$ cat config.mk
export PLATFORM = sky130hd
export DESIGN_NAME = art_timer
export DESIGN_NICKNAME = d
export VERILOG_FILES = /design/src/pkg/art_pkg.sv /design/src/core/art_timer.sv /design/src/core/art_pin_sync.sv
export SDC_FILE = /design/constraint.sdc
export NUM_CORES = 1
export LEC_CHECK = 0
export ABC_CLOCK_PERIOD_IN_PS = 2600
export BUFFER_PORTS_ARGS = -buffer_cell sky130_fd_sc_hd__buf_2
export CORE_UTILIZATION = 43
export CTS_CLUSTER_SIZE = 8
export DETAILED_ROUTE_END_ITERATION = 12
export GPL_TIMING_DRIVEN = 0
export HOLD_SLACK_MARGIN = 0.02
export PLACE_DENSITY = 0.64
export SKIP_CTS_REPAIR_TIMING = 1
export SLEW_MARGIN = 30
export SYNTH_ARGS = -nofsm -noshare
export SYNTH_HDL_FRONTEND = slang
export SYNTH_SLANG_ARGS = --single-unit
export TNS_END_PERCENT = 30
$ cat constraint.sdc
create_clock -name hclk -period 2.6 [get_ports hclk]
set_input_delay 0.26 -clock hclk [delete_from_list [all_inputs] [get_ports hclk]]
set_output_delay 0.26 -clock hclk [all_outputs]
set_load 0.03 [all_outputs]
$ cat src/pkg/art_pkg.sv
`default_nettype none

package art_pkg;

  // ****************************************
  // Register indices (byte address = index * 4)
  // ****************************************
  localparam logic [11:0] ART_IDX_OUTSEL  = 12'h411;
  localparam logic [11:0] ART_IDX_CTRL    = 12'h418;
  localparam logic [11:0] ART_IDX_MODE    = 12'h419;
  localparam logic [11:0] ART_IDX_COUNT   = 12'h41A;
  localparam logic [11:0] ART_IDX_CAPTURE = 12'h41B;
  localparam logic [11:0] ART_IDX_RELOAD  = 12'h41C;

  // ****************************************
  // Field positions, masks and reset values
  // ****************************************
  localparam int unsigned ART_OSEL_FIRST_BIT  = 0;
  localparam int unsigned ART_OSEL_SECOND_BIT = 2;
  localparam logic [7:0]  ART_OSEL_MASK       = 8'h05;
  localparam logic [7:0]  ART_MODE_MASK       = 8'h33;
  localparam logic [7:0]  ART_RST_BYTE        = 8'h00;
  localparam logic [15:0] ART_RST_WORD        = 16'h0000;
  localparam logic [15:0] ART_COUNT_MAX       = 16'hFFFF;
  localparam logic [15:0] ART_COUNT_STEP      = 16'h0001;

  // ****************************************
  // Types
  // ****************************************
  typedef struct packed {
    logic main_overflow_flag;
    logic external_edge_flag;
    logic uart0_receive_clock_select;
    logic uart0_transmit_clock_select;
    logic external_trigger_enable;
    logic aux_run_bit;
    logic counter_source_select;
    logic capture_reload_select;
  } art_ctrl_t;

  typedef struct packed {
    logic [1:0] rsv_hi;
    logic       uart1_receive_clock_select;
    logic       uart1_transmit_clock_select;
    logic [1:0] rsv_lo;
    logic       clock_out_enable;
    logic       down_count_enable;
  } art_mode_t;

  typedef struct packed {
    logic uart0_tx;
    logic uart0_rx;
    logic uart1_tx;
    logic uart1_rx;
  } art_baud_t;

  typedef enum logic [2:0] {
    ART_OP_STOP,
    ART_OP_RELOAD,
    ART_OP_UPDOWN,
    ART_OP_CAPTURE,
    ART_OP_BAUD
  } art_op_t;

endpackage

`default_nettype wire

$ cat src/core/art_timer.sv
`timescale 1ns/10ps
`default_nettype none

module art_timer
  import art_pkg::*;
(
  input  wire logic        hclk,
  input  wire logic        hresetn,
  input  wire logic        hsel,
  input  wire logic [31:0] haddr,
  input  wire logic [1:0]  htrans,
  input  wire logic        hwrite,
  input  wire logic [2:0]  hsize,
  input  wire logic [31:0] hwdata,
  input  wire logic        hready,
  output var  logic [31:0] hrdata,
  output var  logic        hreadyout,
  output var  logic        hresp,
  input  wire logic        timer_timebase,
  input  wire logic        trigger_direction_input,
  input  wire logic        count_pin_i,
  output var  logic        count_pin_o,
  output var  logic        count_pin_oe_n,
  input  wire logic        first_timer_overflow,
  input  wire logic        second_timer_overflow,
  input  wire logic        first_port_latch,
  input  wire logic        second_port_latch,
  output var  logic        first_timer_pin_o,
  output var  logic        second_timer_pin_o,
  output var  art_baud_t   baud_tick,
  output var  logic        timer_irq_req
);

  // ****************************************
  // Pin synchronisers
  // ****************************************
  logic trig_level, trig_fall;
  logic cnt_level_unused, cnt_fall;

  art_pin_sync u_trig_sync (
    .hclk    (hclk),
    .hresetn (hresetn),
    .pin_i   (trigger_direction_input),
    .level   (trig_level),
    .fall    (trig_fall)
  );

  art_pin_sync u_count_sync (
    .hclk    (hclk),
    .hresetn (hresetn),
    .pin_i   (count_pin_i),
    .level   (cnt_level_unused),
    .fall    (cnt_fall)
  );

  // ****************************************
  // Bus slave state
  // ****************************************
  logic [11:0] addr_q, addr_d;
  logic        wr_pend_q, wr_pend_d;
  logic        rd_pend_q, rd_pend_d;
  logic        ready_q, ready_d;
  logic [31:0] rdata_q, rdata_d;
  logic        hit;
  logic        take;

  // ****************************************
  // Timer state
  // ****************************************
  art_ctrl_t   ctrl_q, ctrl_d;
  art_mode_t   mode_q, mode_d;
  logic [7:0]  osel_q, osel_d;
  logic [15:0] cnt_q, cnt_d;
  logic [15:0] cap_q, cap_d;
  logic [15:0] rld_q, rld_d;
  logic        clk_out_q, clk_out_d;
  logic        oe_n_q, oe_n_d;
  logic        tog0_q, tog0_d;
  logic        tog1_q, tog1_d;
  logic        pin0_q, pin0_d;
  logic        pin1_q, pin1_d;
  art_baud_t   baud_q, baud_d;
  logic        irq_q, irq_d;

  art_op_t     op;
  logic        tick;
  logic        roll;
  logic        ext_set;
  logic        ext_tog;
  logic        clkout_mode;

  function automatic logic [31:0] read_word(input logic [11:0] idx);
    logic [31:0] w;
    w = 32'h0000_0000;
    case (idx)
      ART_IDX_OUTSEL:  w = {24'h00_0000, osel_q};
      ART_IDX_CTRL:    w = {24'h00_0000, ctrl_q};
      ART_IDX_MODE:    w = {24'h00_0000, mode_q};
      ART_IDX_COUNT:   w = {16'h0000, cnt_q};
      ART_IDX_CAPTURE: w = {16'h0000, cap_q};
      ART_IDX_RELOAD:  w = {16'h0000, rld_q};
      default:         w = 32'h0000_0000;
    endcase
    return w;
  endfunction

  // ****************************************
  // AHB-Lite slave: writes take effect at the end of the
  // data phase, reads add one wait state so a read that
  // directly follows a write sees the written value
  // ****************************************
  assign take = hsel & htrans[1] & hready;
  assign hit  = (haddr[31:14] == 18'h0_0000);

  always_comb begin
    addr_d    = addr_q;
    wr_pend_d = 1'b0;
    rd_pend_d = 1'b0;
    ready_d   = 1'b1;
    rdata_d   = rdata_q;
    if (rd_pend_q) begin
      rdata_d = read_word(addr_q);
    end
    if (take) begin
      addr_d    = hit ? haddr[13:2] : 12'h000;
      wr_pend_d = hwrite;
      rd_pend_d = ~hwrite;
      ready_d   = hwrite;
    end
  end

  always_ff @(posedge hclk or negedge hresetn) begin
    if (!hresetn) begin
      addr_q    <= 12'h000;
      wr_pend_q <= 1'b0;
      rd_pend_q <= 1'b0;
      ready_q   <= 1'b1;
      rdata_q   <= 32'h0000_0000;
    end else begin
      addr_q    <= addr_d;
      wr_pend_q <= wr_pend_d;
      rd_pend_q <= rd_pend_d;
      ready_q   <= ready_d;
      rdata_q   <= rdata_d;
    end
  end

  // ****************************************
  // Mode decode
  // ****************************************
  always_comb begin
    if (!ctrl_q.aux_run_bit) begin
      op = ART_OP_STOP;
    end else if (ctrl_q.uart0_receive_clock_select | ctrl_q.uart0_transmit_clock_select |
                 mode_q.uart1_receive_clock_select | mode_q.uart1_transmit_clock_select) begin
      op = ART_OP_BAUD;
    end else if (ctrl_q.capture_reload_select) begin
      op = ART_OP_CAPTURE;
    end else if (mode_q.down_count_enable) begin
      op = ART_OP_UPDOWN;
    end else begin
      op = ART_OP_RELOAD;
    end
  end

  // Clock-out needs the internal source; the pin is then an output
  assign clkout_mode = mode_q.clock_out_enable & ~ctrl_q.counter_source_select;

  // Baud generation ignores the source select and counts the timebase
  always_comb begin
    if (op == ART_OP_BAUD) begin
      tick = timer_timebase;
    end else begin
      tick = ctrl_q.counter_source_select ? cnt_fall : timer_timebase;
    end
  end

  // ****************************************
  // Counter next state
  // ****************************************
  always_comb begin
    cnt_d   = cnt_q;
    cap_d   = cap_q;
    roll    = 1'b0;
    ext_set = 1'b0;
    ext_tog = 1'b0;
    case (op)
      ART_OP_CAPTURE: begin
        if (tick) begin
          cnt_d = cnt_q + ART_COUNT_STEP;
          roll  = (cnt_q == ART_COUNT_MAX);
        end
        if (trig_fall && ctrl_q.external_trigger_enable) begin
          cap_d   = cnt_q;
          ext_set = 1'b1;
        end
      end
      ART_OP_RELOAD: begin
        if (tick) begin
          if (cnt_q == ART_COUNT_MAX) begin
            cnt_d = rld_q;
            roll  = 1'b1;
          end else begin
            cnt_d = cnt_q + ART_COUNT_STEP;
          end
        end
        if (trig_fall && ctrl_q.external_trigger_enable) begin
          cnt_d   = rld_q;
          ext_set = 1'b1;
        end
      end
      ART_OP_UPDOWN: begin
        // The trigger pin steers direction here, so its edges cause nothing
        if (tick) begin
          if (trig_level) begin
            if (cnt_q == ART_COUNT_MAX) begin
              cnt_d = rld_q;
              roll  = 1'b1;
            end else begin
              cnt_d = cnt_q + ART_COUNT_STEP;
            end
          end else if (cnt_q == rld_q) begin
            cnt_d = ART_COUNT_MAX;
            roll  = 1'b1;
          end else begin
            cnt_d = cnt_q - ART_COUNT_STEP;
          end
        end
        ext_tog = roll;
      end
      ART_OP_BAUD: begin
        if (tick) begin
          if (cnt_q == ART_COUNT_MAX) begin
            cnt_d = rld_q;
            roll  = 1'b1;
          end else begin
            cnt_d = cnt_q + ART_COUNT_STEP;
          end
        end
        if (trig_fall && ctrl_q.external_trigger_enable) begin
          ext_set = 1'b1;
        end
      end
      default: cnt_d = cnt_q;
    endcase
    // A software write to the count beats the same cycle's count step
    if (wr_pend_q && (addr_q == ART_IDX_COUNT)) begin
      cnt_d = hwdata[15:0];
    end
  end

  // ****************************************
  // Registers, flags and outputs next state
  // ****************************************
  always_comb begin
    ctrl_d = ctrl_q;
    mode_d = mode_q;
    osel_d = osel_q;
    rld_d  = rld_q;
    if (wr_pend_q) begin
      case (addr_q)
        ART_IDX_CTRL:   ctrl_d = art_ctrl_t'(hwdata[7:0]);
        ART_IDX_MODE:   mode_d = art_mode_t'(hwdata[7:0] & ART_MODE_MASK);
        ART_IDX_OUTSEL: osel_d = hwdata[7:0] & ART_OSEL_MASK;
        ART_IDX_RELOAD: rld_d  = hwdata[15:0];
        default:        rld_d  = rld_q;
      endcase
    end
    // Hardware events are applied after a software write, so a set wins
    if (roll && (op != ART_OP_BAUD) && !clkout_mode) begin
      ctrl_d.main_overflow_flag = 1'b1;
    end
    if (ext_tog) begin
      ctrl_d.external_edge_flag = ~ctrl_d.external_edge_flag;
    end
    if (ext_set) begin
      ctrl_d.external_edge_flag = 1'b1;
    end

    // Toggle per roll gives half a period of (65536 - reload) ticks
    clk_out_d = (clkout_mode && roll) ? ~clk_out_q : clk_out_q;
    oe_n_d    = ~clkout_mode;

    baud_d.uart0_tx = roll && (op == ART_OP_BAUD) && ctrl_q.uart0_transmit_clock_select;
    baud_d.uart0_rx = roll && (op == ART_OP_BAUD) && ctrl_q.uart0_receive_clock_select;
    baud_d.uart1_tx = roll && (op == ART_OP_BAUD) && mode_q.uart1_transmit_clock_select;
    baud_d.uart1_rx = roll && (op == ART_OP_BAUD) && mode_q.uart1_receive_clock_select;

    // Edge flag in up/down operation is a count bit, not a request
    irq_d = ctrl_d.main_overflow_flag |
            (ctrl_d.external_edge_flag & (op != ART_OP_UPDOWN));

    tog0_d = tog0_q ^ first_timer_overflow;
    tog1_d = tog1_q ^ second_timer_overflow;
    pin0_d = osel_q[ART_OSEL_FIRST_BIT]  ? tog0_q : first_port_latch;
    pin1_d = osel_q[ART_OSEL_SECOND_BIT] ? tog1_q : second_port_latch;
  end

  always_ff @(posedge hclk or negedge hresetn) begin
    if (!hresetn) begin
      ctrl_q    <= art_ctrl_t'(ART_RST_BYTE);
      mode_q    <= art_mode_t'(ART_RST_BYTE);
      osel_q    <= ART_RST_BYTE;
      cnt_q     <= ART_RST_WORD;
      cap_q     <= ART_RST_WORD;
      rld_q     <= ART_RST_WORD;
      clk_out_q <= 1'b0;
      oe_n_q    <= 1'b1;
      tog0_q    <= 1'b0;
      tog1_q    <= 1'b0;
      pin0_q    <= 1'b0;
      pin1_q    <= 1'b0;
      baud_q    <= '0;
      irq_q     <= 1'b0;
    end else begin
      ctrl_q    <= ctrl_d;
      mode_q    <= mode_d;
      osel_q    <= osel_d;
      cnt_q     <= cnt_d;
      cap_q     <= cap_d;
      rld_q     <= rld_d;
      clk_out_q <= clk_out_d;
      oe_n_q    <= oe_n_d;
      tog0_q    <= tog0_d;
      tog1_q    <= tog1_d;
      pin0_q    <= pin0_d;
      pin1_q    <= pin1_d;
      baud_q    <= baud_d;
      irq_q     <= irq_d;
    end
  end

  // ****************************************
  // Outputs
  // ****************************************
  assign hrdata             = rdata_q;
  assign hreadyout          = ready_q;
  assign hresp              = 1'b0;
  assign count_pin_o        = clk_out_q;
  assign count_pin_oe_n     = oe_n_q;
  assign first_timer_pin_o  = pin0_q;
  assign second_timer_pin_o = pin1_q;
  assign baud_tick          = baud_q;
  assign timer_irq_req      = irq_q;

endmodule // art_timer

`default_nettype wire

$ cat src/core/art_pin_sync.sv
`timescale 1ns/10ps
`default_nettype none

module art_pin_sync
  import art_pkg::*;
(
  input  wire logic hclk,
  input  wire logic hresetn,
  input  wire logic pin_i,
  output var  logic level,
  output var  logic fall
);

  logic s1_q, s2_q, s3_q;
  logic level_q, level_d;
  logic fall_q, fall_d;

  // ****************************************
  // Three-stage synchroniser, accept on agreement
  // ****************************************
  always_comb begin
    level_d = level_q;
    if (s2_q == s3_q) begin
      level_d = s3_q;
    end
    fall_d = level_q & ~level_d;
  end

  always_ff @(posedge hclk or negedge hresetn) begin
    if (!hresetn) begin
      s1_q    <= 1'b1;
      s2_q    <= 1'b1;
      s3_q    <= 1'b1;
      level_q <= 1'b1;
      fall_q  <= 1'b0;
    end else begin
      s1_q    <= pin_i;
      s2_q    <= s1_q;
      s3_q    <= s2_q;
      level_q <= level_d;
      fall_q  <= fall_d;
    end
  end

  assign level = level_q;
  assign fall  = fall_q;

endmodule // art_pin_sync

`default_nettype wire

; Yosys cells after proc, flatten, opt, wreduce, memory -nomap -nowiden
; Cells that the tools add are included.
[word_totals]
register_bits = 130
out_inout_bits = 43
[classes]
add_sub_neg = 2
eq_ne = 18
mux = 39
n_bitwise = 19
n_reduce_logical = 21
[op_table]
columns = operator, count
row1 = 16-bit 2-to-1 mux, 8
row2 = 16-bit case mux with 6 select lines, 1
row3 = 12-bit by 11-bit == test with 1-bit output (second input constant), 6
row4 = 16-bit case mux with 4 select lines, 1
row5 = 1-bit 2-to-1 mux, 21
row6 = 18-bit zero test, 1
row7 = 16-bit by 1-bit adder with 16-bit output (second input constant), 1
row8 = 16-bit == test, 1
row9 = 16-bit == test (second input constant), 1
row10 = 8-bit 2-to-1 mux, 2
row11 = 16-bit by 1-bit subtractor with 16-bit output (second input constant), 1
row12 = 12-bit 2-to-1 mux, 1
row13 = 1-bit logical AND, 10
row14 = 2-bit AND reduction, 5
row15 = 3-bit inequality test (second input constant), 3
row16 = 1-bit inverter, 7
row17 = 1-bit bitwise AND, 6
row18 = 3-bit by 2-bit == test with 1-bit output (second input constant), 2
row19 = 3-bit 2-to-1 mux, 2
row20 = 5-bit nonzero test, 1
row21 = 2-bit 2-to-1 mux, 2
row22 = 1-bit OR, 4
row23 = 3-bit by 1-bit == test with 1-bit output (second input constant), 1
row24 = 3-bit == test (second input constant), 1
row25 = 8 further kinds, 10

; Longest topological paths before layout
[logic_depth]
depth_word = 13
ltp_mapped = 10
ltp_nobuf = 9

; By module
; A second synthesis with hierarchy kept.
[unflattened]
cells_unflattened = 752
hier_area_um2 = 7071.8
[modules_own_cells]
columns = module, n_inst, cells_per_inst, area_per_inst_um2
row1 = art_timer, 1, 738, 6774.0
row2 = art_pin_sync, 2, 7, 148.9

; Worst setup path before layout
; No wires, ideal clock.
[synth_timing]
path_kind = register to register
from = reg cnt_q[0]
to = reg cnt_q[12]
arrival_time_ns = 2.337
path_slack_ns = 0.137
stages_incl_launch_ff = 11
n_path_buf = 1
synth_period_minus_slack_ns = 2.463
cell_sequence = dfrtp_1 -> clkbuf_1 -> inv_1 -> ha_1 -> nor3b_1 -> nor4b_1 -> xnor2_1 -> a221oi_1 -> a31oi_1 -> a22oi_1 -> a221o_1
[synth_between]
elab_chain_cells = 6
[synth_rtl]
columns = element, line
row1 = start: declaration, art_timer.sv:73  ; logic [15:0] cnt_q, cnt_d;
row2 = start signal: assignment, art_timer.sv:319  ; cnt_q <= cnt_d;
row3 = 16-bit by 1-bit subtractor with 16-bit output (tied with other cells), art_timer.sv:226  ; cnt_d = cnt_q - ART_COUNT_STEP;
row4 = 16-bit 2-to-1 mux (on tied branches), --
row5 = 16-bit 2-to-1 mux (on tied branches), "art_timer.sv:215, art_timer.sv:232"
row6 = 16-bit 2-to-1 mux (on tied branches), "art_timer.sv:214, art_timer.sv:207"
row7 = 16-bit case mux with 4 select lines *, art_timer.sv:187  ; case (op)
row8 = 16-bit 2-to-1 mux *, art_timer.sv:247  ; if (wr_pend_q && (addr_q == ART_IDX_COUNT)) begin
; Mark *: on every way between the ends. The rest lies on a longest branch, timed or not. The select of a mux whose other input is x is not followed.
; A chain may end at the register's enable or synchronous reset.

; Worst setup path in the final report
[layout_timing]
from = reg addr_q[5]
to = reg cnt_q[1]
[layout_between]
elab_chain_cells = 4
[layout_rtl]
columns = element, line
row1 = start: declaration, art_timer.sv:59  ; logic [11:0] addr_q, addr_d;
row2 = start signal: assignment, art_timer.sv:140  ; addr_q <= addr_d;
row3 = 12-bit by 11-bit == test with 1-bit output *, art_timer.sv:247
row4 = 1-bit logical AND *, art_timer.sv:247
row5 = 3-bit inequality test (no source line) / 5-bit nonzero test (equally long branches), --
row6 = 3-bit AND reduction (no source line), --
; Mark *: on every way between the ends. The rest lies on a longest branch, timed or not.

==> flow_metrics.tcl <==
set metrics [dict create \
    outcome "finished, violations left" \
    failed_checks "negative setup slack" \
    synth.area.top_cells "sky130_fd_sc_hd__dfrtp_1 35%, sky130_fd_sc_hd__mux2_2 5.5%, sky130_fd_sc_hd__mux2i_1 4.5%, sky130_fd_sc_hd__dfstp_2 3.6%, sky130_fd_sc_hd__o21ai_0 3.0%" \
    regArea_mm2 0.00287 \
    multi_input_comb_area_mm2 0.00427 \
    tritoncts "done" \
    num-fill-cells 1536 \
    finalClockSkew_ns 0.00778 \
    min_period_over_period 1.01 \
    max_fo_critical_path 9 \
    vias_per_cell 6.23 \
    layout.cells.most_common "sky130_fd_sc_hd__dfrtp_1" \
    ir_worst_vdd_uv 465 \
    chipWidth_um 133 \
    detail_route.wirelength.met1_um 11100 \
    setup_viol_count_final 1 \
    antenna_cells 0 \
    dpl.cell_count 1114 \
    floorplan.core_area_mm2 0.0166 \
    async_flop_share 1.00 \
    wirelength_um 27000 \
    power_leakage_uw 0.00391 \
    h-tree-depth 4 \
    route.met2.wl_um 11700 \
    tns_ns -0.0236 \
    place.gp.congestion 1.00 \
    dominant_combinational_cell_family_by_area_after_synthesis "compound AO/OA/AOI/OAI gates" \
    synth.top_cell.area_share 0.354 \
    post_synth_fa_ha_maj_area_fraction 0.00612 \
    power-per-cell-area_mw_per_mm2 649 \
    row_count 47 \
    detail_route.drc_violations 0 \
    synthesis.area_per_instance_um2 9.26 \
    grt_setup_unrepaired "true" \
    fmax_mhz 381 \
    slew_headroom 0.454 \
    synth.yosys.warnings 0 \
    first_global_vias 6731 \
    dr_wl_met3_um 3180 \
    worst_slew_pin_slew_ns 0.818 \
    synth_enable_flop_cells 0 \
    die_area_mm2 0.0176 \
    globalRouteOverflowTotal 0 \
    cp-end-kind "flip-flop" \
    maximum_number_of_pins_on_one_net_before_global_route_repair 88 \
    drt_iter0_markers 937 \
    top_layer_used "met4" \
    worst-setup-path-type "reg -> reg" \
    total_clock_buffers_created_by_cts 17 \
    min_path_type "in -> reg" \
    grt.total_usage 0.309 \
    synth_compound_area_frac 0.215 \
    synth.distinct_cells 80 \
    netlist_instances 794 \
    final_layout_size_suffix_gt1_frac 0.303 \
    place.detailed.hpwl_um 18900 \
    starting_density_of_the_core 0.442 \
    finish.utilization 0.557 \
    place_worst_setup_slack_ns -0.565 \
    syn_to_final_growth_pct 26.1 \
    worst_setup_path_start_kind "flip-flop" \
    clock_path_buffers 2 \
    numClockSinks 114 \
    mappedNetlistArea_mm2 0.00736 \
    final_period_minus_worst_setup_slack_ns 2.62 \
    slew_violations 0 \
    synth_flop_cell "sky130_fd_sc_hd__dfrtp_1" \
    yosys.area_share.simple 0.155 \
    synth_top_area_cell "sky130_fd_sc_hd__dfrtp_1" \
    portBuffers 83 \
    ys_seq_area_frac 0.390 \
    layout.cells.non_filler 1166 \
    hold_viol_final 0 \
    hold_slack_ns 0.0380 \
    maxCapViolations 0 \
    most-common-layout-cells "97 x sky130_fd_sc_hd__dfrtp_1, 88 x sky130_fd_sc_hd__buf_2, 55 x sky130_fd_sc_hd__nand2_1" \
    clk_pin_slew_worst_paths_ns 0.05 \
    route.detailed.wl_per_inst_um 23.1 \
    final_nets 1017 \
    vias 7262 \
    drt.antenna.violating_nets 0 \
    boundaryPins 124 \
    first_pass_grt_wire_length_um 40600 \
    timing.final.ws_setup_ns -0.0236 \
    ctsRootBufferMaster "sky130_fd_sc_hd__clkbuf_16" \
    critPathRequiredTime_ns 2.87 \
    synthMuxAreaShare 0.112 \
    synth-xor-area-share 0.0524 \
    ys_ff_latch 114 \
    worst_skew_pair.late_latency_ns 0.42 \
    die_y_um 133 \
    drt-pass1-iter-count 9 \
    antenna_found_initial 1 \
    cp_data_arrival_time_ns 2.90 \
]
==> power breakdown <==
group	internal (µW)	switching (µW)
registers	1910	155
clock network	1650	849
logic	555	903
==> synthesized netlist by cell type, types with 7 or more instances <==
cell,instances
sky130_fd_sc_hd__xnor2_1,20
sky130_fd_sc_hd__dfrtp_1,104
sky130_fd_sc_hd__xor2_1,24
sky130_fd_sc_hd__nor2_1,46
sky130_fd_sc_hd__a22o_1,15
sky130_fd_sc_hd__inv_1,30
sky130_fd_sc_hd__and2_1,9
sky130_fd_sc_hd__buf_2,11
sky130_fd_sc_hd__a211oi_1,7
sky130_fd_sc_hd__mux2_2,36
sky130_fd_sc_hd__buf_4,17
sky130_fd_sc_hd__a31oi_1,13
sky130_fd_sc_hd__nand4_1,12
sky130_fd_sc_hd__mux2i_1,33
sky130_fd_sc_hd__o21ai_0,44
sky130_fd_sc_hd__nor3_1,10
sky130_fd_sc_hd__nand2_1,56
sky130_fd_sc_hd__a21oi_1,43
sky130_fd_sc_hd__nor4_1,12
sky130_fd_sc_hd__dfstp_2,10
sky130_fd_sc_hd__nand3_1,24
sky130_fd_sc_hd__o22ai_1,31
sky130_fd_sc_hd__a22oi_1,7
sky130_fd_sc_hd__clkbuf_1,48
sky130_fd_sc_hd__a221oi_1,13
==> sequential cells by signal, summed over array words and instances, names as in the netlist, 2 cells and up <==
register	flops
cap_q	16
cnt_q	16
rld_q	16
addr_q	12
baud_tick	4
ctrl_q	8
hrdata	16
mode_q	4
osel_q	2
==> worst paths after layout <==
path | startpoint | end | slack, ns | cells past startpoint
max | addr_q[5]$_DFFE_PN0P_ | cnt_q[1]$_DFFE_PN0P_ | -0.02 | 8
min | first_timer_overflow | tog0_q$_DFF_PN0_ | 0.04 | 2
max reg2reg | addr_q[5]$_DFFE_PN0P_ | cnt_q[1]$_DFFE_PN0P_ | -0.02 | 8
min reg2reg | u_trig_sync.s1_q$_DFF_PN1_ | u_trig_sync.s2_q$_DFF_PN1_ | 0.35 | 0
max in group asynchronous | hresetn | cnt_q[11]$_DFFE_PN0P_ | 1.60 | 3
min in group asynchronous | hresetn | ctrl_q[3]$_DFFE_PN0P_ | 0.29 | 2
==> final cells by class <==
cell class,instances,area share
clock inverters,9,0.0169
inverters,30,0.0124
flip-flops and latches,114,0.310
repair buffers,112,0.0753
plain buffers,73,0.0453
multi-input cells,586,0.461
clock buffers,22,0.0500
well taps,220,0.0297
==> through the flow <==
stage | power (µW) | cell area (µm²)
6_report | 6020 | 9280
3_3_place_gp | 3330 | 8110
4_1_cts | 5830 | 8760
3_5_place_dp | 3330 | 8140
5_1_grt | 6230 | 9280
2_1_floorplan | 2900 | 7420
==> kinds of logic after synthesis <==
| group | Yosys count |
|---|---|
| AO/OA/AOI/OAI | 232 |
| XOR/XNOR | 44 |
| adder cells (fa/ha/maj) | 4 |
| buffers and inverters | 110 |
| flip-flops | 114 |
| multiplexers | 76 |
| other | 1 |
| AND/OR/NAND/NOR | 213 |
==> metal layers <==
metal / vias to the layer above / global-route usage
met2: 488 / 0.463
met1: 3494 / 0.432
met3: 78 / 0.0667
li1: 3202 / -
met4: 0 / 0.123
met5: - / 0
==> worst max-delay path: stages (launching register included) <==
cell	delay, ns
sky130_fd_sc_hd__dfrtp_1	0.38
sky130_fd_sc_hd__or4b_4	0.58
sky130_fd_sc_hd__or3_1	0.36
sky130_fd_sc_hd__buf_4	0.18
sky130_fd_sc_hd__or2_4	0.29
sky130_fd_sc_hd__nand2_4	0.11
sky130_fd_sc_hd__nor2_1	0.07
sky130_fd_sc_hd__a222oi_1	0.36
sky130_fd_sc_hd__o21ai_1	0.15
Power figures use the tool's default switching activity.
